File: config.mk
export PLATFORM = sky130hd
export DESIGN_NAME = circ_ctrl
export DESIGN_NICKNAME = d
export VERILOG_FILES = /design/src/rtl/circ_pkg.sv /design/src/rtl/circ_pin_sync.sv /design/src/rtl/circ_cycle_cnt.sv /design/src/rtl/circ_ctrl.sv
export SDC_FILE = /design/constraint.sdc
export NUM_CORES = 1
export LEC_CHECK = 0
export ABC_CLOCK_PERIOD_IN_PS = 4560
export BUFFER_PORTS_ARGS = -buffer_cell sky130_fd_sc_hd__buf_4
export CORE_MARGIN = 3
export CORE_UTILIZATION = 50
export CTS_BUF_LIST = sky130_fd_sc_hd__clkbuf_8
export CTS_CLUSTER_DIAMETER = 120
export DETAILED_ROUTE_END_ITERATION = 16
export GPL_TIMING_DRIVEN = 0
export MAX_ROUTING_LAYER = met4
export PLACE_DENSITY = 0.68
export SLEW_MARGIN = 20
export SYNTH_ARGS = -nofsm -noshare
export SYNTH_HDL_FRONTEND = slang
export SYNTH_SLANG_ARGS = --single-unit
File: constraint.sdc
create_clock -name ref_clk -period 4.56 [get_ports ref_clk]
set_input_delay 0.228 -clock ref_clk [delete_from_list [all_inputs] [get_ports ref_clk]]
set_output_delay 0.228 -clock ref_clk [all_outputs]
set_load 0.01 [all_outputs]
File: src/rtl/circ_pkg.sv
// Shared constants and types for the interrupt and reset control unit
`default_nettype none
package circ_pkg;
	// ------------------------------------------------------------
	// Timing
	// ------------------------------------------------------------
	localparam int         REF_CLK_NS   = 25;
	localparam int         PROC_CYC_NS  = 100;
	localparam int         CYC_CLKS     = (PROC_CYC_NS + REF_CLK_NS - 1) / REF_CLK_NS;
	localparam logic [1:0] PH1_START    = 2'h0;
	localparam logic [1:0] PH1_TRAIL    = 2'h1;
	localparam logic [1:0] PH2_SAMPLE   = 2'h3;
	localparam logic [1:0] PH_LAST      = 2'(CYC_CLKS - 1);
	localparam logic [2:0] RST_INIT_CYC = 3'h6;
	localparam logic [1:0] RST_HOLD_CYC = 2'h2;
	// ------------------------------------------------------------
	// Vectors
	// ------------------------------------------------------------
	localparam logic [15:0] NMI_VEC_LO = 16'hFFFA;
	localparam logic [15:0] NMI_VEC_HI = 16'hFFFB;
	localparam logic [15:0] RST_VEC_LO = 16'hFFFC;
	localparam logic [15:0] RST_VEC_HI = 16'hFFFD;
	localparam logic [15:0] IRQ_VEC_LO = 16'hFFFE;
	localparam logic [15:0] IRQ_VEC_HI = 16'hFFFF;
	// ------------------------------------------------------------
	// Types
	// ------------------------------------------------------------
	typedef enum logic [7:0] {
		CIRC_HOLD   = 8'h01,
		CIRC_WAIT   = 8'h02,
		CIRC_PUSH_H = 8'h04,
		CIRC_PUSH_L = 8'h08,
		CIRC_PUSH_P = 8'h10,
		CIRC_VEC_L  = 8'h20,
		CIRC_VEC_H  = 8'h40,
		CIRC_RUN    = 8'h80
	} circ_state_e;
	typedef enum logic [4:0] {
		CIRC_OP_PCH  = 5'h01,
		CIRC_OP_PCL  = 5'h02,
		CIRC_OP_PSR  = 5'h04,
		CIRC_OP_VLO  = 5'h08,
		CIRC_OP_VHI  = 5'h10
	} circ_op_e;
	typedef struct packed {
		logic        valid;
		logic        write;
		circ_op_e    op;
		logic [15:0] addr;
	} circ_bus_op_s;
	typedef struct packed {
		logic instr_last;
		logic cycle_fetch;
		logic cycle_write;
		logic i_flag;
	} circ_core_s;
endpackage : circ_pkg
`default_nettype wire

File: src/rtl/circ_pin_sync.sv
// Three-stage pin synchroniser with agreement filter and edge pulses
`default_nettype none
module circ_pin_sync (
	input  wire logic ref_clk,
	input  wire logic reset,
	input  wire logic pin,
	output logic      level,
	output logic      fell,
	output logic      rose
);
	logic s1_reg;
	logic s2_reg;
	logic s3_reg;
	// ------------------------------------------------------------
	// Capture chain
	// ------------------------------------------------------------
	// Resets high: idle level of every active-low line
	always_ff @(posedge ref_clk) begin
		if (reset) begin
			s1_reg <= 1'b1;
			s2_reg <= 1'b1;
			s3_reg <= 1'b1;
		end else begin
			s1_reg <= pin;
			s2_reg <= s1_reg;
			s3_reg <= s2_reg;
		end
	end
	// ------------------------------------------------------------
	// Filtered level and edges
	// ------------------------------------------------------------
	always_ff @(posedge ref_clk) begin
		if (reset) begin
			level <= 1'b1;
			fell  <= 1'b0;
			rose  <= 1'b0;
		end else begin
			fell <= 1'b0;
			rose <= 1'b0;
			if (s2_reg == s3_reg && s3_reg != level) begin
				level <= s3_reg;
				fell  <= ~s3_reg;
				rose  <= s3_reg;
			end
		end
	end
endmodule : circ_pin_sync
`default_nettype wire

File: src/rtl/circ_cycle_cnt.sv
// Processor-cycle counter that pulses once a loaded count has elapsed
`default_nettype none
module circ_cycle_cnt (
	input  wire logic       ref_clk,
	input  wire logic       reset,
	input  wire logic       start,
	input  wire logic       tick,
	input  wire logic [2:0] count,
	output logic            done
);
	logic [2:0] left_reg;
	logic       busy_reg;
	always_ff @(posedge ref_clk) begin
		if (reset) begin
			left_reg <= 3'h0;
			busy_reg <= 1'b0;
			done     <= 1'b0;
		end else begin
			done <= 1'b0;
			if (start) begin
				left_reg <= count;
				busy_reg <= 1'b1;
			end else if (busy_reg && tick) begin
				left_reg <= left_reg - 3'h1;
				if (left_reg == 3'h1) begin
					busy_reg <= 1'b0;
					done     <= 1'b1;
				end
			end
		end
	end
endmodule : circ_cycle_cnt
`default_nettype wire

File: src/rtl/circ_ctrl.sv
// Interrupt, overflow, ready, opcode-fetch and reset sequencing for the core
// Notes on behaviour
// - Falling nonmaskable input edge registers a request
// - Nonmaskable runs interrupt sequence, ignores mask flag
// - Nonmaskable vector low FFFA, high FFFB
// - Sample interrupts phase two, start next phase one
// - Falling overflow input sets status overflow bit
// - Overflow input sampled at phase one trailing edge
// - Fetch indicator high only in opcode fetch cycles
// - Ready low at fetch freezes core until high
// - No bus writes while initialisation input low
// - Initialisation rising edge starts reset sequence immediately
// - Six cycles after release, set interrupt mask
// - Reset vector low FFFC, high FFFD, then run
// - Direction and fetch valid after minimum hold
// - Interrupt pushes program counter, then status
// - Mask flag set after stacking
// - No interrupt recognised while ready low
// - Ready low in write cycle waits for read
`default_nettype none
module circ_ctrl (
	input  wire logic                  ref_clk,
	input  wire logic                  reset,
	input  wire logic                  nmi_n,
	input  wire logic                  irq_n,
	input  wire logic                  so_n,
	input  wire logic                  rdy,
	input  wire logic                  chip_init_n,
	input  wire circ_pkg::circ_core_s  core,
	output logic                       phi1,
	output logic                       phi2,
	output logic                       core_step,
	output logic                       sync_out,
	output logic                       write_allow,
	output logic                       pins_valid,
	output logic                       set_v_flag,
	output logic                       set_i_flag,
	output circ_pkg::circ_bus_op_s     bus_op
);
	// ------------------------------------------------------------
	// Phase divider
	// ------------------------------------------------------------
	logic [1:0] ph_reg;
	logic       ph1_en;
	logic       ph1_trail;
	logic       ph2_smp;
	always_ff @(posedge ref_clk) begin
		if (reset) begin
			ph_reg <= 2'h0;
		end else begin
			ph_reg <= (ph_reg == circ_pkg::PH_LAST) ? 2'h0 : ph_reg + 2'h1;
		end
	end
	assign ph1_en    = ph_reg == circ_pkg::PH1_START;
	assign ph1_trail = ph_reg == circ_pkg::PH1_TRAIL;
	assign ph2_smp   = ph_reg == circ_pkg::PH2_SAMPLE;
	localparam logic [1:0] PH_BEFORE1 = circ_pkg::PH_LAST;
	always_ff @(posedge ref_clk) begin
		if (reset) begin
			phi1 <= 1'b0;
			phi2 <= 1'b0;
		end else begin
			phi1 <= ph_reg == PH_BEFORE1 || ph_reg == circ_pkg::PH1_START;
			phi2 <= ph_reg == circ_pkg::PH1_TRAIL || ph_reg == 2'h2;
		end
	end
	// ------------------------------------------------------------
	// Pin synchronisers
	// ------------------------------------------------------------
	logic nmi_lvl, nmi_fell;
	logic irq_lvl;
	logic so_lvl;
	logic rdy_lvl;
	logic init_lvl, init_rose, init_fell;
	circ_pin_sync u_nmi (.ref_clk(ref_clk), .reset(reset), .pin(nmi_n), .level(nmi_lvl), .fell(nmi_fell), .rose());
	circ_pin_sync u_irq (.ref_clk(ref_clk), .reset(reset), .pin(irq_n), .level(irq_lvl), .fell(), .rose());
	circ_pin_sync u_so (.ref_clk(ref_clk), .reset(reset), .pin(so_n), .level(so_lvl), .fell(), .rose());
	circ_pin_sync u_rdy (.ref_clk(ref_clk), .reset(reset), .pin(rdy), .level(rdy_lvl), .fell(), .rose());
	circ_pin_sync u_init (.ref_clk(ref_clk), .reset(reset), .pin(chip_init_n), .level(init_lvl),
		.fell(init_fell), .rose(init_rose));
	// ------------------------------------------------------------
	// Interrupt sampling
	// ------------------------------------------------------------
	logic nmi_prev_reg;
	logic nmi_pend_reg;
	logic irq_smp_reg;
	logic take_nmi;
	logic take_irq;
	logic seq_start;
	// Edge judged on phase-two samples so a held-low line cannot re-trigger
	always_ff @(posedge ref_clk) begin
		if (reset) begin
			nmi_prev_reg <= 1'b1;
			irq_smp_reg  <= 1'b0;
		end else if (ph2_smp) begin
			nmi_prev_reg <= nmi_lvl;
			irq_smp_reg  <= ~irq_lvl;
		end
	end
	always_ff @(posedge ref_clk) begin
		if (reset || !init_lvl) begin
			nmi_pend_reg <= 1'b0;
		end else if (ph2_smp && nmi_prev_reg && !nmi_lvl) begin
			nmi_pend_reg <= 1'b1;
		end else if (seq_start && take_nmi) begin
			nmi_pend_reg <= 1'b0;
		end
	end
	// ------------------------------------------------------------
	// Overflow input
	// ------------------------------------------------------------
	logic so_prev_reg;
	always_ff @(posedge ref_clk) begin
		if (reset) begin
			so_prev_reg <= 1'b1;
			set_v_flag  <= 1'b0;
		end else begin
			set_v_flag <= 1'b0;
			if (ph1_trail) begin
				so_prev_reg <= so_lvl;
				set_v_flag  <= so_prev_reg && !so_lvl && init_lvl;
			end
		end
	end
	// ------------------------------------------------------------
	// Sequencer
	// ------------------------------------------------------------
	circ_pkg::circ_state_e state_reg;
	logic                  boundary_reg;
	logic                  nmi_seq_reg;
	logic                  wait_done;
	logic                  may_run;
	logic [2:0]            init_cnt;
	logic                  state_is_int;
	// Ready is ignored on write cycles; the hold lands on the next read
	assign may_run   = rdy_lvl || core.cycle_write;
	assign take_nmi  = nmi_pend_reg;
	assign take_irq  = irq_smp_reg && !core.i_flag;
	assign seq_start = ph1_en && state_reg == circ_pkg::CIRC_RUN && boundary_reg && rdy_lvl
		&& (take_nmi || take_irq);
	assign init_cnt  = circ_pkg::RST_INIT_CYC;
	circ_cycle_cnt u_wait (.ref_clk(ref_clk), .reset(reset), .start(init_rose), .tick(ph1_en),
		.count(init_cnt), .done(wait_done));
	always_ff @(posedge ref_clk) begin
		if (reset || !init_lvl) begin
			state_reg <= circ_pkg::CIRC_HOLD;
		end else if (init_rose) begin
			state_reg <= circ_pkg::CIRC_WAIT;
		end else begin
			unique case (state_reg)
				circ_pkg::CIRC_HOLD: begin
					state_reg <= circ_pkg::CIRC_HOLD;
				end
				circ_pkg::CIRC_WAIT: begin
					if (wait_done) begin
						state_reg <= circ_pkg::CIRC_VEC_L;
					end
				end
				circ_pkg::CIRC_PUSH_H: begin
					if (ph1_en) state_reg <= circ_pkg::CIRC_PUSH_L;
				end
				circ_pkg::CIRC_PUSH_L: begin
					if (ph1_en) state_reg <= circ_pkg::CIRC_PUSH_P;
				end
				circ_pkg::CIRC_PUSH_P: begin
					if (ph1_en) state_reg <= circ_pkg::CIRC_VEC_L;
				end
				circ_pkg::CIRC_VEC_L: begin
					if (ph1_en && rdy_lvl) state_reg <= circ_pkg::CIRC_VEC_H;
				end
				circ_pkg::CIRC_VEC_H: begin
					if (ph1_en && rdy_lvl) state_reg <= circ_pkg::CIRC_RUN;
				end
				circ_pkg::CIRC_RUN: begin
					if (seq_start) state_reg <= circ_pkg::CIRC_PUSH_H;
				end
			endcase
		end
	end
	always_ff @(posedge ref_clk) begin
		if (reset || !init_lvl) begin
			nmi_seq_reg <= 1'b0;
		end else if (init_rose) begin
			nmi_seq_reg <= 1'b0;
		end else if (seq_start) begin
			nmi_seq_reg <= take_nmi;
		end
	end
	// ------------------------------------------------------------
	// Core stepping and fetch indicator
	// ------------------------------------------------------------
	assign core_step = ph1_en && state_reg == circ_pkg::CIRC_RUN && !seq_start && may_run;
	always_ff @(posedge ref_clk) begin
		if (reset || !init_lvl) begin
			boundary_reg <= 1'b0;
		end else if (seq_start) begin
			boundary_reg <= 1'b0;
		end else if (core_step) begin
			boundary_reg <= core.instr_last;
		end
	end
	// Frozen cycles keep their indicator, so a held fetch stays high
	always_ff @(posedge ref_clk) begin
		if (reset || !init_lvl) begin
			sync_out <= 1'b0;
		end else if (core_step) begin
			sync_out <= core.cycle_fetch;
		end else if (ph1_en && state_reg != circ_pkg::CIRC_RUN) begin
			sync_out <= 1'b0;
		end else if (seq_start) begin
			sync_out <= 1'b0;
		end
	end
	// ------------------------------------------------------------
	// Reset hold qualification and write gate
	// ------------------------------------------------------------
	logic [1:0] hold_cnt_reg;
	always_ff @(posedge ref_clk) begin
		if (reset) begin
			hold_cnt_reg <= 2'h0;
			pins_valid   <= 1'b0;
		end else if (!init_lvl) begin
			if (init_fell) begin
				hold_cnt_reg <= 2'h0;
			end else if (ph1_en && hold_cnt_reg != circ_pkg::RST_HOLD_CYC) begin
				hold_cnt_reg <= hold_cnt_reg + 2'h1;
			end
			if (hold_cnt_reg == circ_pkg::RST_HOLD_CYC) begin
				pins_valid <= 1'b1;
			end
		end
	end
	assign write_allow = init_lvl;
	// ------------------------------------------------------------
	// Bus operations and mask flag
	// ------------------------------------------------------------
	function automatic circ_pkg::circ_bus_op_s make_op(input circ_pkg::circ_op_e op, input logic [15:0] addr);
		circ_pkg::circ_bus_op_s r;
		r.valid = 1'b1;
		r.write = op == circ_pkg::CIRC_OP_PCH || op == circ_pkg::CIRC_OP_PCL || op == circ_pkg::CIRC_OP_PSR;
		r.op    = op;
		r.addr  = addr;
		return r;
	endfunction : make_op
	always_ff @(posedge ref_clk) begin
		if (reset || !init_lvl) begin
			bus_op <= '0;
		end else begin
			bus_op <= '0;
			if (ph1_en) begin
				unique case (state_reg)
					circ_pkg::CIRC_PUSH_H: bus_op <= make_op(circ_pkg::CIRC_OP_PCH, 16'h0000);
					circ_pkg::CIRC_PUSH_L: bus_op <= make_op(circ_pkg::CIRC_OP_PCL, 16'h0000);
					circ_pkg::CIRC_PUSH_P: bus_op <= make_op(circ_pkg::CIRC_OP_PSR, 16'h0000);
					circ_pkg::CIRC_VEC_L: if (rdy_lvl) bus_op <= make_op(circ_pkg::CIRC_OP_VLO,
						!state_is_int ? circ_pkg::RST_VEC_LO :
						nmi_seq_reg ? circ_pkg::NMI_VEC_LO : circ_pkg::IRQ_VEC_LO);
					circ_pkg::CIRC_VEC_H: if (rdy_lvl) bus_op <= make_op(circ_pkg::CIRC_OP_VHI,
						!state_is_int ? circ_pkg::RST_VEC_HI :
						nmi_seq_reg ? circ_pkg::NMI_VEC_HI : circ_pkg::IRQ_VEC_HI);
					default: bus_op <= '0;
				endcase
			end
		end
	end
	// Remembers whether the vector fetch belongs to an interrupt or to reset
	always_ff @(posedge ref_clk) begin
		if (reset || !init_lvl || init_rose) begin
			state_is_int <= 1'b0;
		end else if (seq_start) begin
			state_is_int <= 1'b1;
		end
	end
	always_ff @(posedge ref_clk) begin
		if (reset) begin
			set_i_flag <= 1'b0;
		end else begin
			set_i_flag <= init_lvl && ((state_reg == circ_pkg::CIRC_WAIT && wait_done)
				|| (state_reg == circ_pkg::CIRC_PUSH_P && ph1_en));
		end
	end
endmodule : circ_ctrl
`default_nettype wire

# == Word-level counts from Yosys, hierarchy flattened ==
# Cells that the tools add are included.
# totals
ramBits,0
mem_bits_ro,0
register_bits,75
inputBits,11
latchBits,0
output_inout_bits,31
mem_count,0
# op_classes
magnitude_cmp,0
n_bitwise,7
n_mux,29
add_sub_neg,3
n_shift,0
div_mod_pow,0
n_mul,0
reduce_logical,55
eq_ne,39
# op_table
op,count
$pmux 23 s5,1
$pmux 8 s8,1
$mux 8,7
$mux 23,2
$logic_and 1x1->1,24
$mux 3,6
$ne 3x2->1 const B,6
$ne 2x2->1 const B,7
$reduce_and 7->1,2
$reduce_or 2->1,7
$mux 1,9
$eq 8x1->1 const B,1
$eq 8x2->1 const B,1
$eq 8x3->1 const B,1
$eq 8x4->1 const B,1
$eq 8x5->1 const B,1
$eq 8x6->1 const B,1
$eq 8x7->1 const B,1
$eq 8x8->1 const B,1
$ne 8x8->1 const B,1
$reduce_bool 2->1,4
$logic_or 1x1->1,7
$not 1->1,7
$eq 2x2->1 const B,3
other kinds (14),31

# == Longest topological paths before layout ==
# Gate-level depths: netlist (run 1).
# depth
depth_word,9
depth_mapped,8
ltp_nobuf,8

# == Modules after synthesis ==
# A second synthesis (run 1) with hierarchy kept.
# hier_totals
cells_unflattened,282
hier_area_um2,2725.1
# by_module_without_submodules
module,n_inst,cells_per_inst,seq_area_each_um2,area_per_inst_um2
circ_ctrl,1,178,700.7,1594.0
circ_pin_sync,5,15,120.1,176.4
circ_cycle_cnt,1,29,100.1,249.0

# == Worst setup path before layout (run 1) ==
# OpenSTA, ideal clock, no wires.
# synth_timing
kind,register to register
startpoint,register state_reg[3]
endpoint,register boundary_reg
synth_period_minus_slack_ns,1.755
required_time_ns,4.489
arrival_ns,1.685
path_stages_with_launch,7
path_slack_ns,2.805
n_path_buf,1
path_cell_list,dfxtp_1 -> buf_6 -> nor4_4 -> nand2_2 -> or2_4 -> or4_1 -> a21oi_1
# synth_between
elab_chain_cells,8
# synth_lines
element,line_no,rtl
"start, declared",circ_ctrl.sv:128,circ_pkg::circ_state_e state_reg;
"start signal, assigned",circ_ctrl.sv:146,state_reg <= circ_pkg::CIRC_HOLD;
"start signal, assigned",circ_ctrl.sv:148,state_reg <= circ_pkg::CIRC_WAIT;
"start signal, assigned",circ_ctrl.sv:152,state_reg <= circ_pkg::CIRC_HOLD;
$eq 8x8->1 (*),"circ_ctrl.sv:139, circ_ctrl.sv:192",
$logic_and 1x1->1 (*),"circ_ctrl.sv:139, circ_ctrl.sv:192",
$logic_and 1x1->1 (2 in series),circ_ctrl.sv:139,assign seq_start = ph1_en && state_reg == circ_pkg::CIRC_RUN && boundary_reg && rdy_lvl
$logic_and 1x1->1,circ_ctrl.sv:140,&& (take_nmi || take_irq);
$logic_not 1->1,circ_ctrl.sv:192,assign core_step = ph1_en && state_reg == circ_pkg::CIRC_RUN && !seq_start && may_run;
$logic_and 1x1->1 (2 in series),circ_ctrl.sv:192,
"end signal, assigned",circ_ctrl.sv:199,boundary_reg <= core.instr_last;
"end, declared",circ_ctrl.sv:129,logic boundary_reg;
# Mark *: on every way between the ends. The rest lies on a longest branch, timed or not.
# A chain may end at the register's enable or synchronous reset.

# == Final worst setup path (run 1) ==
# layout_timing
startpoint,register ph_reg[0]
endpoint,output core_step
# layout_between
elab_chain_cells,8
# layout_lines
element,line_no,rtl
"start, declared",circ_ctrl.sv:43,logic [1:0] ph_reg;
"start signal, assigned",circ_ctrl.sv:51,ph_reg <= (ph_reg == circ_pkg::PH_LAST) ? 2'h0 : ph_reg + 2'h1;
$logic_not 2->1 (*),circ_ctrl.sv:54,assign ph1_en = ph_reg == circ_pkg::PH1_START;
$logic_and 1x1->1 (*),"circ_ctrl.sv:139, circ_ctrl.sv:192",
$logic_and 1x1->1 (2 in series),circ_ctrl.sv:139,
$logic_and 1x1->1,circ_ctrl.sv:140,
$logic_not 1->1,circ_ctrl.sv:192,
$logic_and 1x1->1 (*) (2 in series),circ_ctrl.sv:192,
"end, declared",circ_ctrl.sv:32,"output logic core_step,"
# Marked as above.

==> results_dict.tcl, run 1 <==
set metrics [dict create \
    outcome "completed" \
    timing.rr.start "ph_reg[0]" \
    r2r_end "state_reg[7]" \
    cts_repair_resize_count 0 \
    post-dp-hpwl_um 3260 \
    synthesized_netlist_cell_count 264 \
    worst_hold_slack_ns 0.0775 \
    cts_root_buf "clkbuf_8" \
    power.ir.vdd_worst_mv 0.235 \
    sw_frac_of_total 0.214 \
    grt_setup_unrepaired "false" \
    grt_first_pass_wirelength_um 7400 \
    worstMarginPinSlew_ns 0.475 \
    worst_setup_path_end_kind "primary output" \
    tritoncts "built" \
    worst-endpoint-arrival_ns 2.11 \
    grt_overflow_total 0 \
    period_share 0.512 \
    number_of_warnings_issued_by_yosys 0 \
    synth_flop_cell "dfxtp_1" \
    combinationalPowerShare 0.050 \
    post_route_cells_drive_above_1_share 0.278 \
    num_rows 24 \
    largest_net_degree_at_the_start_of_global_routing 14 \
    drt_iter0_markers 120 \
    hold_path_class "input pin to register" \
    seq_area_frac_synth 0.510 \
    final.setup_skew_ns 0.00845 \
    port_buffers 40 \
    number_of_failing_setup_endpoints_in_the_final_timing_report 0 \
    final_max_slew_viol_count 0 \
    coreArea_um2 4530 \
    power_switching_w 0.000233 \
    post_cts.repair.setup_buffers 0 \
    placed_cells 369 \
    setup.worst_path.start_class "register" \
    fp.dieW_um 75.8 \
    period_minus_slack_ns 2.34 \
    tritoncts.num_buffers 9 \
    number_of_global_route_vias_before_repair 1650 \
    hold_buffers 0 \
    post_synth_net_total 281 \
    ant_nets 0 \
    final_area_um2 3020 \
    avgViaCountPerCell 4.94 \
    grt_antenna_before_repair 0 \
    cts_max_path_buffers 2 \
    fmaxAchievable_ghz 0.428 \
    route.final.wire_length_um 4600 \
    synth-xor-area-share 0.0144 \
    n_antenna_cell 0 \
    relSlewSlack 0.683 \
    fin_setup_tns_ns 0 \
    vias_after_detailed_routing 1902 \
    p_leak_nw 1.33 \
    critPathMaxFanout 10 \
    wire_per_inst_um 11.9 \
    r2r_slack_ns 2.49 \
    fillCellCount 404 \
    p_clk_frac 0.436 \
    holdPathStages 2 \
    ys_async_sr_fraction 0 \
    crit_required_ns 4.33 \
    maxCapViolCount 0 \
    ff2ff_path_depth 7 \
    start_util 0.537 \
    power.share.sequential 0.514 \
    syn2layout_area_growth_pct 23.9 \
    ys_types 43 \
    timing.hold.worst_endpoint "u_so.s1_reg" \
    path_clk_slew_ns 0.07 \
    syn-cell-area_um2 2430 \
    clock_tree.htree_level_count 3 \
    intPower_w 0.000855 \
    final-instance-count-excl-fill 385 \
    crit_type "register to primary output" \
    route.detailed.drc 0 \
    powerDensity_nw_per_um2 360 \
    largest_reg_flops 10 \
    share_of_the_synthesized_area_in_compound_gates_ao_oa_aoi_oai 0.106 \
    clock-sinks 62 \
    synth_seq_cells 62 \
    die_h_um 75.8 \
    synth_enable_flop_cells 0 \
    yosys-mux-area-fraction 0.0206 \
    place_area_um2 2820 \
    total_number_of_nets_in_the_final_design 332 \
    worst_hold_startpoint "so_n" \
    floorplan.io_pins 42 \
    detailedRoute.firstPassIterationCount 4 \
    die_area_um2 5740 \
    clock_insertion_delay_worst_skew_ns 0.33 \
    final-hold-violation-count 0 \
    syn_avg_cell_area_um2 9.22 \
    combinational_family_with_the_most_area_after_synthesis "simple AND/OR/NAND/NOR gates" \
    adder_cell_share_of_the_synthesized_area 0.0308 \
    finalWeightedCongestion 0.833 \
    groute.usage.overall 0.178 \
    synth_simple_gate_area_share 0.240 \
]
-- cell usage in the layout, fill, tap and decap left out, types with 3 or more instances in the layout --
cell type / synthesis / final
o21bai_1: 6 / 6
inv_1: 14 / 16
nor3_1: 8 / 8
clkbuf_1: 5 / 5
nor2b_1: 3 / 3
a21oi_1: 19 / 19
nor2_1: 39 / 39
buf_4: 13 / 53
dfxtp_1: 62 / 62
nand2_1: 12 / 12
ha_1: 6 / 6
mux2i_1: 5 / 5
xnor2_1: 3 / 3
o21ai_0: 5 / 5
nand3_1: 4 / 4
or2_2: 15 / 15
nand4_1: 3 / 3
clkbuf_8: 0 / 11
nand2b_1: 9 / 9
-- stage by stage --
step                setup slack [ns]  total power (W)   util
floorplan                       2.80         0.000604      -
global placement                2.54         0.000625  0.621
detailed placement              2.50         0.000626  0.621
CTS                             2.22          0.00110  0.666
global route                    2.06          0.00113  0.666
finish                          2.22          0.00109  0.666
-- power groups by stage --
| stage | combinational [W] | sequential, W | clock [W] |
|---|---|---|---|
| final | 0.0000547 | 0.000559 | 0.000474 |
| after global routing | 0.0000613 | 0.000560 | 0.000510 |
| after CTS | 0.0000553 | 0.000559 | 0.000484 |
| after detailed placement | 0.0000547 | 0.000571 | 0 |
| after global placement | 0.0000543 | 0.000571 | 0 |
| after floorplan | 0.0000326 | 0.000571 | 0 |
-- synthesized netlist by cell type (3+ instances only) --
library cell	number	area, µm²
mux2i_1	5	50.1
buf_4	13	97.6
nand3_1	4	20.0
dfxtp_1	62	1240
a21oi_1	19	95.1
nor2_1	39	146
ha_1	6	75.1
nand4_1	3	18.8
nand2b_1	9	56.3
inv_1	14	52.6
nand2_1	12	45.0
o21bai_1	6	45.0
xnor2_1	3	26.3
nor3_1	8	40.0
clkbuf_1	5	18.8
o21ai_0	5	25.0
nor2b_1	3	18.8
or2_2	15	93.8
-- cells by family after synthesis --
| group | after synthesis |
|---|---|
| and+or+nand+nor | 111 |
| DFF | 62 |
| AOI/OAI and AO/OA | 41 |
| buffers and inverters | 35 |
| adders and majority gates | 6 |
| muxes | 5 |
| xor gates and xnor gates | 4 |
-- routing by layer --
| metal | track usage | up-vias | share of wire |
|---|---|---|---|
| met1 | 0.230 | 846 | 0.46 |
| met3 | 0.0435 | 7 | 0.082 |
| met2 | 0.253 | 77 | 0.44 |
| met5 | - | - | 0 |
| met4 | 0.0990 | 0 | 0.017 |
| li1 | - | 972 | - |
-- critical path, cell delays in order, from the launching register on --
cell      delay, ns
dfxtp_1        0.34
inv_1          0.06
ha_1           0.19
clkbuf_1       0.40
o21ai_0        0.30
nor3_1         0.30
buf_4          0.18
-- area by class of cell --
class                   instances  area (µm²)  area share
flip-flops and latches         62        1240       0.411
multi-input cells             167        1000       0.333
repair buffers                 40         300      0.0995
clock buffers                  11         151      0.0502
plain buffers                  21         138      0.0456
well taps                      65        81.3      0.0269
inverters                      14        52.6      0.0174
clock inverters                 5        50.0      0.0166
-- worst max path at each step --
stage / startpoint / to / slack [ns] / depth (start not counted)
5_1_grt: ph_reg[0] / core_step / 2.06 / 6
2_1_floorplan: state_reg[3] / boundary_reg / 2.80 / 6
4_1_cts: ph_reg[0] / core_step / 2.22 / 6
6_report: ph_reg[0] / core_step / 2.22 / 6
3_3_place_gp: ph_reg[0] / state_reg[7] / 2.54 / 7
3_5_place_dp: ph_reg[0] / state_reg[7] / 2.50 / 7
Note: power is estimated with default switching activity, not from simulation.
==> inputs of run 2 (changes only) <==
ABC_CLOCK_PERIOD_IN_PS = 2400   (was 4560)
clock period = 2.4 ns   (was 4.56 ns; I/O delays follow)
==> run 2 against run 1 <==
Compared with the run above:
- die area unchanged
- routed wire length is 2.2% higher
- flip-flop and latch count did not move
- clock-buffer cell count unchanged
- core utilization up 1.1 points
- total power rose by 91%
- clock power increased by 90%
- design area is 1.7% higher
- first-iteration DRC count rose by 9.2%
- global-route usage up 0.54 points
- critical path type unchanged
- critical endpoint unchanged
==> results_dict.tcl, run 2 (same netlist as run 1, synthesis figures left out) <==
set metrics [dict create \
    crit_type "register to primary output" \
    cts_root_buf "clkbuf_8" \
    pre_cts_ws_ns 0.343 \
    worst_setup_path_end_kind "primary output" \
    holdPathStages 3 \
    worst_hold_startpoint "core[2]" \
    clock_insertion_delay_worst_skew_ns 0.33 \
    crit_required_ns 2.28 \
    die_area_um2 5740 \
    mostFrequentLayoutCells "dfxtp_1 (62), buf_4 (53), nor2_1 (39)" \
    period_share 0.933 \
    power.ir.vdd_worst_mv 0.449 \
    tritoncts.num_buffers 9 \
    route.detailed.drc 0 \
    number_of_failing_setup_endpoints_in_the_final_timing_report 0 \
    ff2ff_path_depth 7 \
    grt_antenna_before_repair 0 \
    drt_iter0_markers 131 \
    n_antenna_cell 0 \
    fmaxAchievable_ghz 0.447 \
    r2r_end "state_reg[7]" \
    post_cts.repair.setup_buffers 0 \
    p_total_w 0.00208 \
    cts_max_path_buffers 2 \
    route.final.wire_length_um 4700 \
    timing.final.ws_setup_ns 0.161 \
    setup.worst_path.start_class "register" \
    total_number_of_nets_in_the_final_design 337 \
    intPower_w 0.00163 \
    start_util 0.537 \
    die_h_um 75.8 \
    grt_overflow_total 0 \
    most_common_library_cell_in_the_layout_ignoring_fill_and_taps "dfxtp_1" \
    final.setup_skew_ns 0.00773 \
    power.share.sequential 0.512 \
    p_clk_frac 0.434 \
    combinationalPowerShare 0.054 \
    post_route_cells_drive_above_1_share 0.274 \
    final_area_um2 3070 \
    powerDensity_nw_per_um2 676 \
    sw_frac_of_total 0.215 \
    clock-sinks 62 \
    final_max_slew_viol_count 0 \
    maxCapViolCount 0 \
    ant_nets 0 \
    grt_first_pass_wirelength_um 7620 \
    clock_tree.htree_level_count 3 \
    groute.usage.overall 0.183 \
    tritoncts "built" \
    avgViaCountPerCell 4.91 \
    timing.rr.start "ph_reg[0]" \
    worstMarginPinSlew_ns 0.490 \
    final-hold-violation-count 0 \
    port_buffers 40 \
    p_leak_nw 1.35 \
    cts_repair_resize_count 0 \
    finalWeightedCongestion 0.833 \
    worst-endpoint-arrival_ns 2.12 \
    critPathMaxFanout 10 \
    outcome "completed" \
    r2r_slack_ns 0.32 \
    fillCellCount 394 \
    period_minus_slack_ns 2.24 \
    hold_path_class "input pin to register" \
    num_rows 24 \
    syn2layout_area_growth_pct 26.0 \
    post-dp-hpwl_um 3260 \
    coreArea_um2 4530 \
    vias_after_detailed_routing 1914 \
    place_area_um2 2820 \
    path_clk_slew_ns 0.07 \
    relSlewSlack 0.674 \
    timing.hold.worst_endpoint "sync_out" \
    detailedRoute.firstPassIterationCount 4 \
    fin_setup_tns_ns 0 \
    number_of_global_route_vias_before_repair 1679 \
    grt_setup_unrepaired "false" \
    fp.dieW_um 75.8 \
    floorplan.io_pins 42 \
    largest_net_degree_at_the_start_of_global_routing 14 \
    wire_per_inst_um 12.0 \
    largest_reg_flops 10 \
    power_switching_w 0.000446 \
]
run 2: cell types whose count changed in the layout (fill, tap and decap cells not counted), sizes merged:
cell         previous run  this run
dlygate4sd3             0         5
run 2: how the worst max path moves through the flow:
stage	from	end	cells past startpoint
floorplan	state_reg[3]	boundary_reg	6
global placement	ph_reg[0]	state_reg[7]	7
detailed placement	ph_reg[0]	state_reg[7]	7
CTS	ph_reg[0]	core_step	6
global route	ph_reg[0]	core_step	6
finish	ph_reg[0]	core_step	6
run 2: repair_timing:
action / in CTS / in global routing
endpoints found under the setup margin: 0 / 0
hold endpoints to repair: 5 / 0
hold buffers: 5 / 0
run 2: cell type report:
type / count / area, µm² / share of cell area
Tap cell: 65 / 81.3 / 0.0265
Multi-Input combinational cell: 167 / 1000 / 0.327
Clock buffer: 11 / 151 / 0.0493
Sequential cell: 62 / 1240 / 0.405
Clock inverter: 5 / 50.0 / 0.0163
Buffer: 21 / 138 / 0.0449
Timing Repair Buffer: 45 / 350 / 0.114
Inverter: 14 / 52.6 / 0.0171
run 2: layer usage:
layer / GRT usage / share of wire
met5: - / 0
met2: 0.267 / 0.46
met1: 0.233 / 0.45
met3: 0.0435 / 0.074
met4: 0.0990 / 0.017
run 2: power by group through the flow:
stage	Combinational (W)	Clock, W	Sequential [W]
detailed placement	0.000104	0	0.00109
global route	0.000124	0.000969	0.00106
finish	0.000112	0.000901	0.00106
CTS	0.000111	0.000920	0.00106
global placement	0.000103	0	0.00108
floorplan	0.0000619	0	0.00109
run 2: through the flow:
stage,hold slack (ns),std cells,utilization
2_1_floorplan,0.224,264,-
3_3_place_gp,0.304,369,0.621
3_5_place_dp,0.307,369,0.621
4_1_cts,0.0192,390,0.677
5_1_grt,0.0789,390,0.677
6_report,0.0231,390,0.677
run 2: worst max-delay path: stages, from the launching register on:
cell and delay (ns):
dfxtp_1 0.34, inv_1 0.06, ha_1 0.19, clkbuf_1 0.41, o21ai_0 0.31, nor3_1 0.30, buf_4 0.18
